===== src/dbg_defs.svh =====
// Offsets, field positions and reset values of the dead-band generator.
`ifndef DBG_DEFS_SVH
`define DBG_DEFS_SVH

// Register indices; the byte address is four times the index.
`define DBG_IDX_W             6
`define DBG_IDX_CONTROL       6'h0F
`define DBG_IDX_RISE_COUNT    6'h10
`define DBG_IDX_FALL_COUNT    6'h11
`define DBG_IDX_STATUS        6'h12

// Bus widths.
`define DBG_ADR_W             8
`define DBG_DAT_W             32
`define DBG_SEL_W             4

// Widths of the fields and of the delay counts.
`define DBG_CTRL_W            6
`define DBG_DELAY_W           10
`define DBG_STATUS_W          4

// Bit positions inside each two-bit control field.
`define DBG_IN_RISE_FROM_B    0
`define DBG_IN_FALL_FROM_B    1
`define DBG_POL_RISE_INV      0
`define DBG_POL_FALL_INV      1
`define DBG_APPLY_FALL        0
`define DBG_APPLY_RISE        1

// Reset values.
`define DBG_CONTROL_RST       6'h00
`define DBG_DELAY_RST         10'h000
`define DBG_DAT_RST           32'h0000_0000

`endif


===== src/dbg_pkg.sv =====
// Types shared by the dead-band generator files.
`default_nettype none
package dbg_pkg;

   // Classic Wishbone request as driven by the bus master.
   typedef struct packed {
      logic        cyc;
      logic        stb;
      logic        we;
      logic [7:0]  adr;
      logic [3:0]  sel;
      logic [31:0] dat;
   } dbg_wb_req_s;

   // Control register layout, most significant field first.
   typedef struct packed {
      logic [1:0] in_mode;
      logic [1:0] polarity_select;
      logic [1:0] delay_apply;
   } dbg_ctrl_s;

endpackage
`default_nettype wire

===== src/dbg_dead_band.sv =====
// Dead-band generator top with its Wishbone register slave.
// Notes on behaviour
// - Inputs are the two action-qualifier waveforms.
// - Default source: channel A feeds both paths.
// - One setting: falling from A, rising from B.
// - One setting: rising from A, falling from B.
// - One setting: channel B feeds both paths.
// - Two bits choose which delays are applied.
// - Two bits invert each delayed signal independently.
// - No delay applied: plain pass-through, polarity ignored.
// - Both delays: polarity picks the four classical pairs.
// - Falling only: A undelayed, B falling-delayed from the channel feeding the falling path.
// - Rising only: A rising-delayed, B undelayed B.
// - Every setting combination is legal and supported.
// - Two ten-bit counts give delays in ticks.
`default_nettype none
`include "dbg_defs.svh"

module dbg_dead_band (
   input  wire logic                  clk,
   input  wire logic                  rst_n,
   input  wire dbg_pkg::dbg_wb_req_s  wb_req,
   output var  logic [`DBG_DAT_W-1:0] wb_dat_o,
   output var  logic                  wb_ack_o,
   input  wire logic                  timebase_tick,
   input  wire logic                  channel_a_pwm,
   input  wire logic                  channel_b_pwm,
   output var  logic                  dead_band_out_a,
   output var  logic                  dead_band_out_b
);

   dbg_pkg::dbg_ctrl_s      dead_band_control;
   dbg_pkg::dbg_ctrl_s      next_dead_band_control;
   logic [`DBG_DELAY_W-1:0] rising_edge_delay_count;
   logic [`DBG_DELAY_W-1:0] next_rising_edge_delay_count;
   logic [`DBG_DELAY_W-1:0] falling_edge_delay_count;
   logic [`DBG_DELAY_W-1:0] next_falling_edge_delay_count;
   logic [`DBG_DAT_W-1:0]   next_wb_dat_o;
   logic                    next_wb_ack_o;
   logic                    next_out_a;
   logic                    next_out_b;
   logic                    bus_take;
   logic [`DBG_IDX_W-1:0]   bus_index;
   logic                    rise_src;
   logic                    fall_src;
   logic                    rising_edge_delay;
   logic                    falling_edge_delay;
   logic                    rise_shaped;
   logic                    fall_shaped;
   logic [`DBG_STATUS_W-1:0] status_word;

   // Merges write data into a 16-bit register under the byte enables.
   function automatic logic [15:0] merge_half(
      input logic [15:0] old_value,
      input logic [31:0] wr_data,
      input logic [3:0]  wr_sel
   );
      logic [15:0] result;
      result = old_value;
      if (wr_sel[0]) begin
         result[7:0] = wr_data[7:0];
      end
      if (wr_sel[1]) begin
         result[15:8] = wr_data[15:8];
      end
      return result;
   endfunction

   // A request is taken once; ack drops in the cycle after it is given.
   assign bus_take  = wb_req.cyc && wb_req.stb && !wb_ack_o;
   assign bus_index = wb_req.adr[`DBG_ADR_W-1:2];

   // Register writes and registered read data for the bus slave.
   always_comb begin
      logic [15:0] merged;
      merged                        = 16'h0000;
      next_dead_band_control        = dead_band_control;
      next_rising_edge_delay_count  = rising_edge_delay_count;
      next_falling_edge_delay_count = falling_edge_delay_count;
      next_wb_ack_o                 = bus_take;
      next_wb_dat_o                 = `DBG_DAT_RST;
      if (bus_take && wb_req.we) begin
         unique case (bus_index)
            `DBG_IDX_CONTROL: begin
               merged = merge_half({10'h000, dead_band_control},
                                   wb_req.dat, wb_req.sel);
               next_dead_band_control = merged[`DBG_CTRL_W-1:0];
            end
            `DBG_IDX_RISE_COUNT: begin
               merged = merge_half({6'h00, rising_edge_delay_count},
                                   wb_req.dat, wb_req.sel);
               next_rising_edge_delay_count = merged[`DBG_DELAY_W-1:0];
            end
            `DBG_IDX_FALL_COUNT: begin
               merged = merge_half({6'h00, falling_edge_delay_count},
                                   wb_req.dat, wb_req.sel);
               next_falling_edge_delay_count = merged[`DBG_DELAY_W-1:0];
            end
            default: begin
               merged = 16'h0000; // Status and unmapped writes are ignored.
            end
         endcase
      end else if (bus_take) begin
         unique case (bus_index)
            `DBG_IDX_CONTROL: begin
               next_wb_dat_o = {26'h0000000, dead_band_control};
            end
            `DBG_IDX_RISE_COUNT: begin
               next_wb_dat_o = {22'h000000, rising_edge_delay_count};
            end
            `DBG_IDX_FALL_COUNT: begin
               next_wb_dat_o = {22'h000000, falling_edge_delay_count};
            end
            `DBG_IDX_STATUS: begin
               next_wb_dat_o = {28'h0000000, status_word};
            end
            default: begin
               next_wb_dat_o = `DBG_DAT_RST;
            end
         endcase
      end
   end

   // Registers of the bus slave; the control reset selects A for both.
   always_ff @(posedge clk) begin
      if (!rst_n) begin
         dead_band_control        <= `DBG_CONTROL_RST;
         rising_edge_delay_count  <= `DBG_DELAY_RST;
         falling_edge_delay_count <= `DBG_DELAY_RST;
         wb_ack_o                 <= 1'b0;
         wb_dat_o                 <= `DBG_DAT_RST;
      end else begin
         dead_band_control        <= next_dead_band_control;
         rising_edge_delay_count  <= next_rising_edge_delay_count;
         falling_edge_delay_count <= next_falling_edge_delay_count;
         wb_ack_o                 <= next_wb_ack_o;
         wb_dat_o                 <= next_wb_dat_o;
      end
   end

   // Each delay path picks its own source from the two waveforms.
   assign rise_src = dead_band_control.in_mode[`DBG_IN_RISE_FROM_B] ?
                     channel_b_pwm : channel_a_pwm;
   assign fall_src = dead_band_control.in_mode[`DBG_IN_FALL_FROM_B] ?
                     channel_b_pwm : channel_a_pwm;

   // Rising-edge delay path.
   dbg_edge_delay #(
      .DELAY_RISING (1'b1)
   ) u_rise (
      .clk           (clk),
      .rst_n         (rst_n),
      .timebase_tick (timebase_tick),
      .delay_count   (rising_edge_delay_count),
      .edge_in       (rise_src),
      .edge_out      (rising_edge_delay)
   );

   // Falling-edge delay path.
   dbg_edge_delay #(
      .DELAY_RISING (1'b0)
   ) u_fall (
      .clk           (clk),
      .rst_n         (rst_n),
      .timebase_tick (timebase_tick),
      .delay_count   (falling_edge_delay_count),
      .edge_in       (fall_src),
      .edge_out      (falling_edge_delay)
   );

   // Polarity applies to the delayed signals only.
   assign rise_shaped = rising_edge_delay ^
      dead_band_control.polarity_select[`DBG_POL_RISE_INV];
   assign fall_shaped = falling_edge_delay ^
      dead_band_control.polarity_select[`DBG_POL_FALL_INV];

   // Output A takes the rising path when applied, else raw channel A;
   // output B takes the falling path when applied, else raw channel B.
   always_comb begin
      next_out_a = channel_a_pwm;
      next_out_b = channel_b_pwm;
      if (dead_band_control.delay_apply[`DBG_APPLY_RISE]) begin
         next_out_a = rise_shaped;
      end
      if (dead_band_control.delay_apply[`DBG_APPLY_FALL]) begin
         next_out_b = fall_shaped;
      end
   end

   // Output flops.
   always_ff @(posedge clk) begin
      if (!rst_n) begin
         dead_band_out_a <= 1'b0;
         dead_band_out_b <= 1'b0;
      end else begin
         dead_band_out_a <= next_out_a;
         dead_band_out_b <= next_out_b;
      end
   end

   // Live state shown in the status register.
   assign status_word = {dead_band_out_b, dead_band_out_a,
                         falling_edge_delay, rising_edge_delay};

   // Checks on the bus slave.
   bus_ack_pulse_a: assert property (@(posedge clk) disable iff (!rst_n)
      wb_ack_o |=> !wb_ack_o)
      else $error("ack stood for more than one cycle");

   bus_ack_timely_a: assert property (@(posedge clk) disable iff (!rst_n)
      (wb_req.cyc && wb_req.stb && !wb_ack_o) |=> wb_ack_o)
      else $error("request was not acknowledged in one cycle");

   reg_write_rise_a: assert property (@(posedge clk) disable iff (!rst_n)
      (bus_take && wb_req.we && bus_index == `DBG_IDX_RISE_COUNT &&
       wb_req.sel[1:0] == 2'h3) |=>
      rising_edge_delay_count == $past(wb_req.dat[`DBG_DELAY_W-1:0]))
      else $error("rising delay count did not take written value");

   // Checks on source selection.
   rise_src_sel_a: assert property (@(posedge clk) disable iff (!rst_n)
      rise_src == (dead_band_control.in_mode[0] ? channel_b_pwm
                                                : channel_a_pwm))
      else $error("rising path fed from wrong channel");

   fall_src_sel_a: assert property (@(posedge clk) disable iff (!rst_n)
      fall_src == (dead_band_control.in_mode[1] ? channel_b_pwm
                                                : channel_a_pwm))
      else $error("falling path fed from wrong channel");

   // Checks on output modes.
   bypass_pass_a: assert property (@(posedge clk) disable iff (!rst_n)
      (dead_band_control.delay_apply == 2'h0 &&
       $stable(dead_band_control)) |=>
      (dead_band_out_a == $past(channel_a_pwm) &&
       dead_band_out_b == $past(channel_b_pwm)))
      else $error("bypass did not pass inputs through");

   comp_high_a: assert property (@(posedge clk) disable iff (!rst_n)
      (dead_band_control.delay_apply == 2'h3 &&
       dead_band_control.polarity_select == 2'h2) |=>
      (dead_band_out_a == $past(rising_edge_delay) &&
       dead_band_out_b == !$past(falling_edge_delay)))
      else $error("active high complementary pair wrong");

   fall_only_a: assert property (@(posedge clk) disable iff (!rst_n)
      (dead_band_control.delay_apply == 2'h1) |=>
      (dead_band_out_a == $past(channel_a_pwm) &&
       dead_band_out_b == $past(fall_shaped)))
      else $error("falling-only mode wrong");

   rise_only_a: assert property (@(posedge clk) disable iff (!rst_n)
      (dead_band_control.delay_apply == 2'h2) |=>
      (dead_band_out_a == $past(rise_shaped) &&
       dead_band_out_b == $past(channel_b_pwm)))
      else $error("rising-only mode wrong");

   // Checks on the delay paths.
   rise_held_a: assert property (@(posedge clk) disable iff (!rst_n)
      ($rose(rising_edge_delay) && rising_edge_delay_count != 10'h000) |->
      ($past(rise_src, 1) && $past(rise_src, 2)))
      else $error("rising edge passed without a held input");

   fall_rise_fast_a: assert property (@(posedge clk) disable iff (!rst_n)
      (fall_src && !falling_edge_delay) |=> falling_edge_delay)
      else $error("falling path held back a rising edge");

   // Main scenarios.
   bypass_c: cover property (@(posedge clk) disable iff (!rst_n)
      dead_band_control.delay_apply == 2'h0 && $rose(dead_band_out_a));
   comp_high_c: cover property (@(posedge clk) disable iff (!rst_n)
      dead_band_control.delay_apply == 2'h3 && $rose(dead_band_out_b));
   rise_delay_c: cover property (@(posedge clk) disable iff (!rst_n)
      $rose(rising_edge_delay) && rising_edge_delay_count > 10'h002);
   absorb_c: cover property (@(posedge clk) disable iff (!rst_n)
      rise_src ##1 !rise_src && !rising_edge_delay);

endmodule
`default_nettype wire


===== src/dbg_edge_delay.sv =====
// One edge delay path that holds back either rising or falling edges.
`default_nettype none
`include "dbg_defs.svh"

module dbg_edge_delay #(
   parameter bit DELAY_RISING = 1'b1
) (
   input  wire logic                    clk,
   input  wire logic                    rst_n,
   input  wire logic                    timebase_tick,
   input  wire logic [`DBG_DELAY_W-1:0] delay_count,
   input  wire logic                    edge_in,
   output var  logic                    edge_out
);

   logic [`DBG_DELAY_W-1:0] tick_count;
   logic [`DBG_DELAY_W-1:0] next_tick_count;
   logic                    next_edge_out;
   logic                    delayed_edge;

   // The edge this path holds back is the one towards DELAY_RISING.
   assign delayed_edge = (edge_in == DELAY_RISING);

   // A pending edge is dropped as soon as the input returns, so pulses
   // shorter than the delay never reach the output.
   always_comb begin
      next_edge_out   = edge_out;
      next_tick_count = `DBG_DELAY_RST;
      if (edge_in != edge_out) begin
         if (!delayed_edge) begin
            next_edge_out = edge_in;
         end else if (tick_count >= delay_count) begin
            next_edge_out = edge_in;
         end else if (timebase_tick) begin
            next_tick_count = tick_count + 10'h001;
         end else begin
            next_tick_count = tick_count;
         end
      end
   end

   // Registers the output level and the tick count.
   always_ff @(posedge clk) begin
      if (!rst_n) begin
         edge_out   <= 1'b0;
         tick_count <= `DBG_DELAY_RST;
      end else begin
         edge_out   <= next_edge_out;
         tick_count <= next_tick_count;
      end
   end

endmodule
`default_nettype wire


===== config.mk =====
export PLATFORM = sky130hd
export DESIGN_NAME = dbg_dead_band
export DESIGN_NICKNAME = d
export VERILOG_FILES = /design/src/dbg_pkg.sv /design/src/dbg_dead_band.sv /design/src/dbg_edge_delay.sv
export VERILOG_INCLUDE_DIRS = /design/src
export SDC_FILE = /design/constraint.sdc
export NUM_CORES = 1
export LEC_CHECK = 0
export BUFFER_PORTS_ARGS = -buffer_cell sky130_fd_sc_hd__buf_2
export CORE_UTILIZATION = 50
export DETAILED_ROUTE_END_ITERATION = 7
export HOLD_SLACK_MARGIN = 0.02
export PLACE_DENSITY = 0.81
export RECOVER_POWER = 50
export SLEW_MARGIN = 40
export SYNTH_ARGS = -nofsm -noshare
export SYNTH_HDL_FRONTEND = slang
export SYNTH_SLANG_ARGS = --single-unit

===== constraint.sdc =====
create_clock -name clk -period 2.35 [get_ports clk]
set_input_delay 0 -clock clk [delete_from_list [all_inputs] [get_ports clk]]
set_output_delay 0 -clock clk [all_outputs]
set_load 0.01 [all_outputs]

==> flow_results.xml, run 1 <==
<?xml version="1.0" encoding="UTF-8"?>
<metrics>
  <group name="run_status">
    <metric name="status" unit="">finished clean</metric>
  </group>
  <group name="setup_path">
    <metric name="crit_fanout" unit="">10</metric>
    <metric name="critPathLaunchType" unit="">flop</metric>
    <metric name="timing.critical_path.arrival" unit="ns">2.31</metric>
    <metric name="timing.critical_path.required" unit="ns">2.62</metric>
    <metric name="path_class" unit="">reg2reg</metric>
    <metric name="critical_path.endpoint_type" unit="">flop</metric>
  </group>
  <group name="logic_synthesis">
    <metric name="postSynthCellCount" unit="">338</metric>
    <metric name="synthesis.area_per_instance" unit="µm²">9.35</metric>
    <metric name="ys_dominant_reg_cell" unit="">sky130_fd_sc_hd__dfxtp_1</metric>
    <metric name="warnings_from_yosys" unit="">0</metric>
    <metric name="synth.ff_latch_count" unit="">61</metric>
    <metric name="asyncSetResetFlopFracSynth" unit="">0</metric>
    <metric name="post_synth_num_cell_types" unit="">38</metric>
    <metric name="syn_area" unit="µm²">3160</metric>
    <metric name="synth-edff-count" unit="">0</metric>
    <metric name="seq_area_frac_synth" unit="">0.386</metric>
  </group>
  <group name="power_and_ir_drop">
    <metric name="power.static_leakage" unit="nW">1.40</metric>
    <metric name="power-per-cell-area" unit="nW/µm²">598</metric>
    <metric name="worst_ir_drop_vdd" unit="mV">0.455</metric>
  </group>
  <group name="sta">
    <metric name="timing.setup.tns" unit="ns">0</metric>
    <metric name="worst_clock_skew" unit="ns">0.0121</metric>
    <metric name="grt_setup_unrepaired" unit="">no</metric>
    <metric name="setup_viol" unit="">0</metric>
    <metric name="maxSlewHeadroom" unit="">0.518</metric>
    <metric name="period_minus_slack" unit="ns">2.04</metric>
    <metric name="fmax" unit="MHz">490</metric>
    <metric name="finalHoldViolations" unit="">0</metric>
    <metric name="fin_crit_sh" unit="">0.868</metric>
    <metric name="timing_max_transition_violations_final" unit="">0</metric>
    <metric name="worst_slew_pin_slew" unit="ns">0.723</metric>
  </group>
  <group name="placement">
    <metric name="dp_hpwl" unit="µm">4790</metric>
    <metric name="finalWeightedCongestion" unit="">0.834</metric>
    <metric name="buffers_on_ports" unit="">38</metric>
  </group>
  <group name="routing">
    <metric name="drt_first_pass_iters" unit="">5</metric>
    <metric name="drc" unit="">0</metric>
    <metric name="routed.top_layer" unit="">met4</metric>
    <metric name="met3_wirelength" unit="µm">358</metric>
    <metric name="route.vias.total" unit="">2486</metric>
    <metric name="drtAntennaViolNets" unit="">0</metric>
    <metric name="routed_len_inst" unit="µm">13.8</metric>
    <metric name="average_vias_per_placed_instance" unit="">5.20</metric>
    <metric name="wire_length_on_met1" unit="µm">2940</metric>
    <metric name="postRouteWirelength" unit="µm">6580</metric>
    <metric name="initialDrtViolationCount" unit="">226</metric>
    <metric name="route.met2.wl" unit="µm">3120</metric>
  </group>
  <group name="global_routing">
    <metric name="first_global_vias" unit="">2328</metric>
    <metric name="grt_usage" unit="">0.213</metric>
    <metric name="grt_first_pass_wirelength" unit="µm">10500</metric>
    <metric name="grt-ovfl-total" unit="">0</metric>
    <metric name="grt_max_degree" unit="">32</metric>
    <metric name="antenna_found_initial" unit="">0</metric>
  </group>
  <group name="cells_and_area">
    <metric name="ant_diodes" unit="">0</metric>
    <metric name="layout-drive-gt1-share" unit="">0.129</metric>
    <metric name="num-nets-final" unit="">473</metric>
    <metric name="final_core_utilization" unit="">0.614</metric>
    <metric name="area.growth.synth_to_final" unit="%">17.0</metric>
  </group>
  <group name="job">
    <metric name="timing.max_cap.violations" unit="">0</metric>
  </group>
  <group name="die">
    <metric name="number_of_rows_created_at_floorplan" unit="">28</metric>
    <metric name="floorplan.die.height" unit="µm">81.5</metric>
    <metric name="number_of_ports_placed_on_the_die_boundary" unit="">87</metric>
    <metric name="design.core.area" unit="µm²">6030</metric>
    <metric name="die_w" unit="µm">81.5</metric>
    <metric name="initial_core_util" unit="">0.525</metric>
    <metric name="design.die.area" unit="µm²">6650</metric>
  </group>
  <group name="cts">
    <metric name="clkSlewWorstSetupHoldPaths" unit="ns">0.07</metric>
    <metric name="cts-root-buf" unit="">sky130_fd_sc_hd__clkbuf_8</metric>
    <metric name="clock_tree.htree_level_count" unit="">3</metric>
    <metric name="insertion_delay" unit="ns">0.35</metric>
    <metric name="number_of_buffers_created_by_cts" unit="">9</metric>
    <metric name="cts_max_path_buffers" unit="">2</metric>
    <metric name="cts_sinks" unit="">61</metric>
    <metric name="cts_resized" unit="">0</metric>
    <metric name="tritoncts_clock_tree" unit="">yes</metric>
  </group>
  <group name="min_path">
    <metric name="worstHoldPathType" unit="">in2reg</metric>
  </group>
</metrics>
## Yosys cell counts (all sizes together) (5+ instances only)
master  number  area (µm²)
nor2        37         139
mux2i       28         280
xor2         9        78.8
nor2b       26         163
inv         24        90.1
dfxtp       61        1220
o21ai        6        30.0
a21oi        5        25.0
nand2       14        52.6
nor3         6        46.3
nand3        7        35.0
a222oi       6        60.1
ha          23         288
buf         26         198
xnor2       11        96.3
nand4       11        68.8
## kinds of logic (layout without fill, tap and decap cells)
| logic type | Yosys count | after routing | synth area share |
|---|---|---|---|
| AND/OR/NAND/NOR | 115 | 115 | 0.193 |
| XOR/XNOR | 20 | 20 | 0.0554 |
| other | 1 | 22 | 0.00119 |
| AO/OA/AOI/OAI | 33 | 33 | 0.0784 |
| buffers and inverters | 54 | 98 | 0.0958 |
| adder cells (fa/ha/maj) | 23 | 23 | 0.0910 |
| multiplexers | 31 | 31 | 0.0993 |
| flip-flops | 61 | 61 | 0.386 |
## cell usage in the layout (no fill, tap or decap), types with 2 or more instances in the layout
cell type / n
sky130_fd_sc_hd__xor2_1: 9
sky130_fd_sc_hd__nor2_1: 37
sky130_fd_sc_hd__clkbuf_8: 9
sky130_fd_sc_hd__clkbuf_1: 15
sky130_fd_sc_hd__xnor2_1: 11
sky130_fd_sc_hd__mux2i_1: 28
sky130_fd_sc_hd__a211oi_1: 2
sky130_fd_sc_hd__mux2_2: 3
sky130_fd_sc_hd__nand3b_1: 2
sky130_fd_sc_hd__dlygate4sd3_1: 15
sky130_fd_sc_hd__conb_1: 22
sky130_fd_sc_hd__bufinv_16: 2
sky130_fd_sc_hd__nand2_1: 14
sky130_fd_sc_hd__clkinv_4: 2
sky130_fd_sc_hd__a21o_1: 4
sky130_fd_sc_hd__a22oi_1: 4
sky130_fd_sc_hd__dfxtp_1: 61
sky130_fd_sc_hd__a21oi_1: 5
sky130_fd_sc_hd__nand4_1: 11
sky130_fd_sc_hd__o211a_1: 2
sky130_fd_sc_hd__inv_1: 24
sky130_fd_sc_hd__o21ai_0: 6
sky130_fd_sc_hd__buf_4: 3
sky130_fd_sc_hd__clkinvlp_4: 3
sky130_fd_sc_hd__nand3_1: 7
sky130_fd_sc_hd__nor2b_1: 26
sky130_fd_sc_hd__ha_1: 23
sky130_fd_sc_hd__buf_2: 25
sky130_fd_sc_hd__nand2b_1: 4
sky130_fd_sc_hd__and3_1: 4
sky130_fd_sc_hd__a222oi_1: 6
sky130_fd_sc_hd__nor3_1: 4
## report_power, final
| part | leakage, nW | internal [mW] | switching (mW) |
|---|---|---|---|
| sequential | 0.492 | 1.04 | 0.00585 |
| combinational | 0.807 | 0.0593 | 0.0656 |
| clock | 0.102 | 0.599 | 0.442 |
| total | 1.40 | 1.70 | 0.514 |
## sequential cells by signal (all words and copies together), names as in the netlist, 6 cells and up
| signal | count |
|---|---|
| rising_edge_delay_count | 10 |
| wb_dat_o | 10 |
| u_fall.tick_count | 10 |
| u_rise.tick_count | 10 |
| falling_edge_delay_count | 10 |
| dead_band_control | 6 |
## stage by stage
stage               hold slack [ns]  total power [mW]  cell area [µm²]  setup WS [ns]  std cells
finish                       0.0736              2.21             3700          0.311        478
global route                  0.101              2.28             3700         0.0929        478
global placement              0.266              1.17             3350          0.352        447
detailed placement            0.267              1.17             3350          0.280        447
floorplan                     0.138              1.16             3240          0.584        359
CTS                          0.0708              2.23             3720          0.267        478
## path summary, 6_finish.rpt
kind | start | endpoint | slack [ns] | cells after the start
setup reg to reg | u_rise.tick_count[0]$_SDFFE_PP0P_ | u_rise.tick_count[2]$_SDFFE_PP0P_ | 0.31 | 7
hold / removal | timebase_tick | u_rise.tick_count[0]$_SDFFE_PP0P_ | 0.07 | 3
hold reg to reg | rising_edge_delay_count[1]$_SDFFE_PN0P_ | rising_edge_delay_count[1]$_SDFFE_PN0P_ | 0.53 | 2
setup / recovery | u_rise.tick_count[0]$_SDFFE_PP0P_ | u_rise.tick_count[2]$_SDFFE_PP0P_ | 0.31 | 7
## final cells by class
type / count / area [µm²]
clock inverters: 7 / 100
repair buffers: 58 / 354
clock buffers: 9 / 124
well taps: 75 / 93.8
multi-input cells: 244 / 1720
fillers: 499 / 2330
flip-flops and latches: 61 / 1220
inverters: 24 / 90.1
## layer usage
layer	vias up	global-route usage
met4	0	0.102
li1	1237	-
met3	16	0.0433
met2	85	0.363
met5	-	0
met1	1148	0.253
## worst max-delay path: stages (launching register included)
cell and delay [ns]:
sky130_fd_sc_hd__dfxtp_1 0.41, sky130_fd_sc_hd__inv_1 0.06, sky130_fd_sc_hd__ha_1 0.26, sky130_fd_sc_hd__nand2b_1 0.14, sky130_fd_sc_hd__a21o_1 0.18, sky130_fd_sc_hd__a211oi_1 0.28, sky130_fd_sc_hd__nand4_1 0.42, sky130_fd_sc_hd__nor2_1 0.21
## timing repair
action / CTS / global route
buffers inserted: 0 / 0
endpoints found under the hold margin: 29 / 0
hold buffers: 15 / 0
No activity file was read; power rests on OpenSTA's default activity.
==> run 2: changes to the inputs <==
- CAP_MARGIN: not set -> 15
- clock period: 2.35 -> 2.2 ns (I/O delays scaled with it)
==> run 2 against run 1 <==
  * Register-to-register slack worse by 0.07 ns
  * Non-clock buffer count is 2 higher
  * Clock skew is 0.0024 ns lower
  * Critical path depth is 1 higher
  * Clock power is 9.6% higher
  * Maximum frequency is 4.2% higher
  * Count of clock-buffer cells in the layout is 3 higher
  * Critical endpoint is now u_fall.tick_count[5]$_SDFFE_PP0P_
  * Highest routed layer unchanged
==> flow_results.xml, run 2 (synthesis results as in run 1) <==
<?xml version="1.0" encoding="UTF-8"?>
<metrics>
  <group name="run_status">
    <metric name="status" unit="">finished clean</metric>
  </group>
  <group name="setup_path">
    <metric name="timing.reg2reg.setup_slack" unit="ns">0.24</metric>
    <metric name="path_class" unit="">reg2reg</metric>
    <metric name="critical_path.endpoint_type" unit="">flop</metric>
    <metric name="timing.critical_path.buf_inv" unit="">2</metric>
    <metric name="timing.critical_path.arrival" unit="ns">2.23</metric>
    <metric name="cp_top_family" unit="">compound AO/OA/AOI/OAI gates</metric>
    <metric name="crit_top_cell" unit="">sky130_fd_sc_hd__a21o_1</metric>
    <metric name="cp_cell_sequence" unit="">inv_1 &gt; ha_1 &gt; a21o_1 &gt; a21o_1 &gt; a221oi_1 &gt; nand3b_1 &gt; buf_4 &gt; nor2_1</metric>
    <metric name="worst_path_max_delay_cell" unit="">sky130_fd_sc_hd__dfxtp_1</metric>
    <metric name="timing.critical_path.slowest_cell_delay" unit="ns">0.38</metric>
    <metric name="crit_fanout" unit="">10</metric>
    <metric name="critPathLaunchType" unit="">flop</metric>
    <metric name="timing.critical_path.required" unit="ns">2.47</metric>
  </group>
  <group name="cts">
    <metric name="cts_sinks" unit="">61</metric>
    <metric name="insertion_delay" unit="ns">0.35</metric>
    <metric name="clock_tree.htree_level_count" unit="">3</metric>
    <metric name="tritoncts_clock_tree" unit="">yes</metric>
    <metric name="cts-root-buf" unit="">sky130_fd_sc_hd__clkbuf_8</metric>
    <metric name="cts_max_path_buffers" unit="">2</metric>
    <metric name="clkSlewWorstSetupHoldPaths" unit="ns">0.07</metric>
    <metric name="number_of_buffers_created_by_cts" unit="">9</metric>
  </group>
  <group name="power_and_ir_drop">
    <metric name="total_power" unit="mW">2.39</metric>
    <metric name="power-per-cell-area" unit="nW/µm²">643</metric>
    <metric name="worst_ir_drop_vdd" unit="mV">0.410</metric>
    <metric name="power.static_leakage" unit="nW">1.42</metric>
  </group>
  <group name="routing">
    <metric name="met3_wirelength" unit="µm">378</metric>
    <metric name="average_vias_per_placed_instance" unit="">5.26</metric>
    <metric name="route.met2.wl" unit="µm">3220</metric>
    <metric name="postRouteWirelength" unit="µm">6810</metric>
    <metric name="initialDrtViolationCount" unit="">201</metric>
    <metric name="route.vias.total" unit="">2525</metric>
    <metric name="wire_length_on_met1" unit="µm">3090</metric>
    <metric name="routed_len_inst" unit="µm">14.2</metric>
    <metric name="drtAntennaViolNets" unit="">0</metric>
    <metric name="routed.top_layer" unit="">met4</metric>
    <metric name="drc" unit="">0</metric>
    <metric name="drt_first_pass_iters" unit="">5</metric>
  </group>
  <group name="min_path">
    <metric name="worstHoldPathType" unit="">in2reg</metric>
  </group>
  <group name="cells_and_area">
    <metric name="area.growth.synth_to_final" unit="%">17.5</metric>
    <metric name="mostFrequentLayoutCells" unit="">sky130_fd_sc_hd__dfxtp_1, sky130_fd_sc_hd__nor2_1, sky130_fd_sc_hd__mux2i_1</metric>
    <metric name="final.fill_count" unit="">505</metric>
    <metric name="most_common_cell_after_layout_fill_and_taps_aside" unit="">sky130_fd_sc_hd__dfxtp_1</metric>
    <metric name="num-nets-final" unit="">475</metric>
    <metric name="ant_diodes" unit="">0</metric>
    <metric name="layout-drive-gt1-share" unit="">0.133</metric>
  </group>
  <group name="global_routing">
    <metric name="grt_usage" unit="">0.224</metric>
    <metric name="first_global_vias" unit="">2329</metric>
    <metric name="grt_first_pass_wirelength" unit="µm">11000</metric>
    <metric name="grt_max_degree" unit="">33</metric>
    <metric name="antenna_found_initial" unit="">0</metric>
    <metric name="grt-ovfl-total" unit="">0</metric>
  </group>
  <group name="placement">
    <metric name="buffers_on_ports" unit="">38</metric>
    <metric name="dp_hpwl" unit="µm">4940</metric>
    <metric name="finalWeightedCongestion" unit="">0.821</metric>
  </group>
  <group name="job">
    <metric name="timing.max_cap.violations" unit="">0</metric>
  </group>
  <group name="sta">
    <metric name="timing_max_transition_violations_final" unit="">0</metric>
    <metric name="timing.setup.tns" unit="ns">0</metric>
    <metric name="maxSlewHeadroom" unit="">0.533</metric>
    <metric name="finalHoldViolations" unit="">0</metric>
    <metric name="setup_viol" unit="">0</metric>
    <metric name="period_minus_slack" unit="ns">1.96</metric>
    <metric name="worst_slew_pin_slew" unit="ns">0.701</metric>
    <metric name="fmax" unit="MHz">511</metric>
    <metric name="fin_crit_sh" unit="">0.890</metric>
    <metric name="worst_clock_skew" unit="ns">0.00972</metric>
    <metric name="grt_setup_unrepaired" unit="">no</metric>
  </group>
  <group name="die">
    <metric name="number_of_ports_placed_on_the_die_boundary" unit="">87</metric>
    <metric name="number_of_rows_created_at_floorplan" unit="">28</metric>
    <metric name="floorplan.die.height" unit="µm">81.5</metric>
    <metric name="design.die.area" unit="µm²">6650</metric>
    <metric name="design.core.area" unit="µm²">6030</metric>
    <metric name="die_w" unit="µm">81.5</metric>
    <metric name="initial_core_util" unit="">0.525</metric>
  </group>
</metrics>
run 2: changes by cell type in the layout (fill, tap and decap cells not counted), sizes merged:
cell,before,now
clkbuf,24,27
buf,28,31
clkinvlp,3,0
dlygate4sd3,15,14
run 2: path summary, 6_finish.rpt:
check,startpoint,to,depth (start not counted)
max,falling_edge_delay_count[7]$_SDFFE_PN0P_,u_fall.tick_count[5]$_SDFFE_PP0P_,8
min,timebase_tick,u_rise.tick_count[0]$_SDFFE_PP0P_,3
max reg2reg,falling_edge_delay_count[7]$_SDFFE_PN0P_,u_fall.tick_count[5]$_SDFFE_PP0P_,8
min reg2reg,wb_ack_o$_SDFF_PN0_,wb_ack_o$_SDFF_PN0_,1
run 2: repair_timing:
action                                 4_1_cts  5_1_grt
setup endpoints to repair                    0       10
setup buffers                                0        1
hold buffers                                14        0
resized for setup                            0        0
endpoints found under the hold margin       29        0
run 2: through the flow:
step	hold slack, ns	instance area [µm²]	setup slack (ns)	utilization	std cells
floorplan	0.138	3240	0.434	-	359
global placement	0.265	3360	0.227	0.558	449
detailed placement	0.276	3360	0.125	0.558	449
CTS	0.0831	3730	0.0331	0.619	479
global route	0.105	3710	0.0716	0.616	480
finish	0.0872	3710	0.243	0.616	480
run 2: tightest hold or removal path, delay by kind of cell:
| kind | cells | cell delay [ns] |
|---|---|---|
| XOR/XNOR | 1 | 0.17 |
| AND/OR/NAND/NOR | 1 | 0.04 |
| buffers and inverters | 1 | 0.18 |
run 2: final cells by class:
class,count,area (µm²),share of cell area
clock buffer,12,155,0.0418
tap,75,93.8,0.0253
clock inverter,4,70.1,0.0189
sequential,61,1220,0.329
timing repair buffer,60,367,0.0987
inverter,24,90.1,0.0243
multi-input combinational,244,1720,0.462
run 2: power by group:
group          internal (mW)  switching, mW
Combinational         0.0626         0.0700
Sequential              1.11        0.00661
Clock                  0.696          0.440
Total                   1.87          0.517
run 2: routing by layer:
metal,up-vias,global-route usage
met5,-,0
met4,0,0.105
met3,12,0.0367
met2,90,0.366
met1,1186,0.285
li1,1237,-
==> run 3: changes to the inputs <==
==> constraint.sdc (replaced) <==
create_clock -name clk -period 2.2 [get_ports clk]
set_input_delay 0.44 -clock clk [delete_from_list [all_inputs] [get_ports clk]]
set_output_delay 0.44 -clock clk [all_outputs]
set_load 0.01 [all_outputs]
==> run 3 against run 2 <==
  * Via count fell by 2.7%
  * Routed wire length decreased by 2.6%
  * Clock power shrank 22%
  * Maximum frequency fell by 4.2%
  * Count of clock-buffer cells in the layout is the same
  * Worst hold slack improved by 0.27 ns
  * Flip-flop and latch count unchanged
  * Utilization decreased by 2.8 points
  * Setup slack got worse by 0.086 ns
  * Largest cell class unchanged
  * Largest power group is now sequential cells
  * Highest routed layer unchanged
==> flow_results.xml, run 3 (synthesis results as in run 1) <==
<?xml version="1.0" encoding="UTF-8"?>
<metrics>
  <group name="min_path">
    <metric name="worstHoldPathCells" unit="">2</metric>
    <metric name="hold_path_end" unit="">dead_band_out_a$_SDFF_PN0_</metric>
    <metric name="hold_path.startpoint" unit="">channel_a_pwm</metric>
    <metric name="worstHoldPathType" unit="">in2reg</metric>
  </group>
  <group name="job">
    <metric name="timing.max_cap.violations" unit="">0</metric>
  </group>
  <group name="sta">
    <metric name="fin_crit_sh" unit="">0.929</metric>
    <metric name="setup_viol" unit="">0</metric>
    <metric name="worst_slew_pin_slew" unit="ns">1.18</metric>
    <metric name="maxSlewHeadroom" unit="">0.213</metric>
    <metric name="timing.setup.tns" unit="ns">0</metric>
    <metric name="period_minus_slack" unit="ns">2.04</metric>
    <metric name="fmax" unit="MHz">489</metric>
    <metric name="timing_max_transition_violations_final" unit="">0</metric>
    <metric name="grt_setup_unrepaired" unit="">no</metric>
    <metric name="finalHoldViolations" unit="">0</metric>
    <metric name="worst_clock_skew" unit="ns">0.00752</metric>
  </group>
  <group name="cts">
    <metric name="clkSlewWorstSetupHoldPaths" unit="ns">0.07</metric>
    <metric name="cts_sinks" unit="">61</metric>
    <metric name="cts_hold_buf" unit="">0</metric>
    <metric name="cts_max_path_buffers" unit="">2</metric>
    <metric name="number_of_buffers_created_by_cts" unit="">9</metric>
    <metric name="cts_resized" unit="">0</metric>
    <metric name="cts-root-buf" unit="">sky130_fd_sc_hd__clkbuf_8</metric>
    <metric name="clock_tree.htree_level_count" unit="">3</metric>
    <metric name="cts.repair_timing.setup_buffer_count" unit="">0</metric>
    <metric name="tritoncts_clock_tree" unit="">yes</metric>
    <metric name="insertion_delay" unit="ns">0.34</metric>
  </group>
  <group name="placement">
    <metric name="buffers_on_ports" unit="">38</metric>
    <metric name="dp_hpwl" unit="µm">4930</metric>
    <metric name="finalWeightedCongestion" unit="">0.851</metric>
    <metric name="numPlacedInstances" unit="">453</metric>
  </group>
  <group name="cells_and_area">
    <metric name="ant_diodes" unit="">0</metric>
    <metric name="most_common_cell_after_layout_fill_and_taps_aside" unit="">sky130_fd_sc_hd__dfxtp_1</metric>
    <metric name="area.growth.synth_to_final" unit="%">12.1</metric>
    <metric name="mostFrequentLayoutCells" unit="">sky130_fd_sc_hd__dfxtp_1, sky130_fd_sc_hd__nor2_1, sky130_fd_sc_hd__mux2i_1</metric>
    <metric name="num-nets-final" unit="">464</metric>
    <metric name="filler_free_cell_count_of_the_finished_design" unit="">469</metric>
    <metric name="layout-drive-gt1-share" unit="">0.140</metric>
  </group>
  <group name="routing">
    <metric name="initialDrtViolationCount" unit="">165</metric>
    <metric name="routed_len_inst" unit="µm">14.1</metric>
    <metric name="average_vias_per_placed_instance" unit="">5.24</metric>
    <metric name="route.vias.total" unit="">2456</metric>
    <metric name="drc" unit="">0</metric>
    <metric name="drt_first_pass_iters" unit="">4</metric>
    <metric name="postRouteWirelength" unit="µm">6630</metric>
    <metric name="drtAntennaViolNets" unit="">0</metric>
  </group>
  <group name="power_and_ir_drop">
    <metric name="power.share.clock" unit="">0.419</metric>
    <metric name="total_power" unit="mW">2.12</metric>
    <metric name="comb_power_share" unit="">0.054</metric>
    <metric name="power_switching_share" unit="">0.235</metric>
    <metric name="power-per-cell-area" unit="nW/µm²">598</metric>
    <metric name="pwr-share-seq" unit="">0.527</metric>
    <metric name="power.static_leakage" unit="nW">1.35</metric>
    <metric name="cell_internal_pwr" unit="mW">1.62</metric>
    <metric name="worst_ir_drop_vdd" unit="mV">0.279</metric>
    <metric name="power.switching" unit="mW">0.498</metric>
  </group>
  <group name="global_routing">
    <metric name="grt_first_pass_wirelength" unit="µm">10200</metric>
    <metric name="antenna_found_initial" unit="">0</metric>
    <metric name="first_global_vias" unit="">2246</metric>
    <metric name="grt-ovfl-total" unit="">0</metric>
    <metric name="grt_max_degree" unit="">33</metric>
    <metric name="grt_usage" unit="">0.210</metric>
  </group>
  <group name="die">
    <metric name="floorplan.die.height" unit="µm">81.5</metric>
    <metric name="die_w" unit="µm">81.5</metric>
    <metric name="design.core.area" unit="µm²">6030</metric>
    <metric name="design.die.area" unit="µm²">6650</metric>
    <metric name="number_of_rows_created_at_floorplan" unit="">28</metric>
    <metric name="number_of_ports_placed_on_the_die_boundary" unit="">87</metric>
    <metric name="initial_core_util" unit="">0.525</metric>
  </group>
  <group name="setup_path">
    <metric name="crit-reg2reg-capture" unit="">u_fall.tick_count[4]$_SDFFE_PP0P_</metric>
    <metric name="critical_path.reg2reg.startpoint" unit="">falling_edge_delay_count[7]$_SDFFE_PN0P_</metric>
    <metric name="path_class" unit="">in2reg</metric>
    <metric name="timing.critical_path.arrival" unit="ns">2.27</metric>
    <metric name="timing.reg2reg.setup_slack" unit="ns">0.16</metric>
    <metric name="critical_path.endpoint_type" unit="">flop</metric>
    <metric name="ff2ff_path_depth" unit="">7</metric>
    <metric name="crit_fanout" unit="">8</metric>
    <metric name="critPathLaunchType" unit="">input port</metric>
    <metric name="timing.critical_path.required" unit="ns">2.43</metric>
  </group>
  <group name="run_status">
    <metric name="status" unit="">finished clean</metric>
  </group>
</metrics>
[run 3: cell types whose count changed in the layout (fill, tap and decap cells not counted), sizes merged]
| cell | delta |
|---|---|
| dlygate4sd3 | -14 |
| bufinv | -2 |
| clkinv | +1 |
| clkinvlp | +1 |
| buf | +1 |
| clkbuf | +2 |
[run 3: power by group through the flow]
stage | Combinational (mW) | Clock [mW] | Sequential (mW)
floorplan | 0.0943 | 0 | 1.14
global placement | 0.111 | 0 | 1.14
detailed placement | 0.113 | 0 | 1.14
CTS | 0.114 | 0.901 | 1.12
global route | 0.125 | 0.954 | 1.12
finish | 0.114 | 0.887 | 1.12
[run 3: area by class of cell]
type	count	area, µm²
clock buffer	12	155
clock inverter	4	22.5
fill	533	2480
inverter	24	90.1
multi-input combinational	244	1720
sequential	61	1220
tap	75	93.8
timing repair buffer	49	244
[run 3: worst max path at each step]
stage / end / from / slack (ns) / depth (start not counted)
final: rising_edge_delay_count[6]$_SDFFE_PN0P_ / wb_req[43] / 0.16 / 7
after global routing: u_fall.tick_count[4]$_SDFFE_PP0P_ / falling_edge_delay_count[7]$_SDFFE_PN0P_ / 0.05 / 7
after CTS: u_fall.tick_count[4]$_SDFFE_PP0P_ / falling_edge_delay_count[7]$_SDFFE_PN0P_ / 0.15 / 7
after detailed placement: falling_edge_delay_count[9]$_SDFFE_PN0P_ / wb_req[43] / 0.02 / 7
after global placement: falling_edge_delay_count[8]$_SDFFE_PN0P_ / wb_req[43] / 0.06 / 7
after floorplan: falling_edge_delay_count[0]$_SDFFE_PN0P_ / wb_req[43] / 0.30 / 6
[run 3: per-layer routing]
metal | share of wire | vias to the layer above | global-route usage | wire length [µm]
li1 | - | 1220 | - | -
met2 | 0.47 | 71 | 0.345 | 3150
met1 | 0.46 | 1153 | 0.257 | 3060
met5 | 0 | - | 0 | 0
met3 | 0.040 | 12 | 0.0400 | 266
met4 | 0.023 | 0 | 0.118 | 153
[run 3: stage by stage]
| stage | hold slack (ns) | setup slack [ns] | utilization | cell area, µm² |
|---|---|---|---|---|
| after floorplan | 0.483 | 0.299 | - | 3240 |
| after global placement | 0.446 | 0.0617 | 0.565 | 3410 |
| after detailed placement | 0.474 | 0.0168 | 0.565 | 3410 |
| after CTS | 0.356 | 0.148 | 0.595 | 3580 |
| after global routing | 0.362 | 0.0494 | 0.588 | 3540 |
| final | 0.359 | 0.157 | 0.588 | 3540 |
[run 3: critical path, cell delays in order]
cell and delay [ns]:
sky130_fd_sc_hd__clkbuf_1 0.09, sky130_fd_sc_hd__or4b_4 0.58, sky130_fd_sc_hd__nor3_4 0.13, sky130_fd_sc_hd__and3_1 0.17, sky130_fd_sc_hd__clkbuf_1 0.52, sky130_fd_sc_hd__mux2i_1 0.26
sky130_fd_sc_hd__nor2b_1 0.07
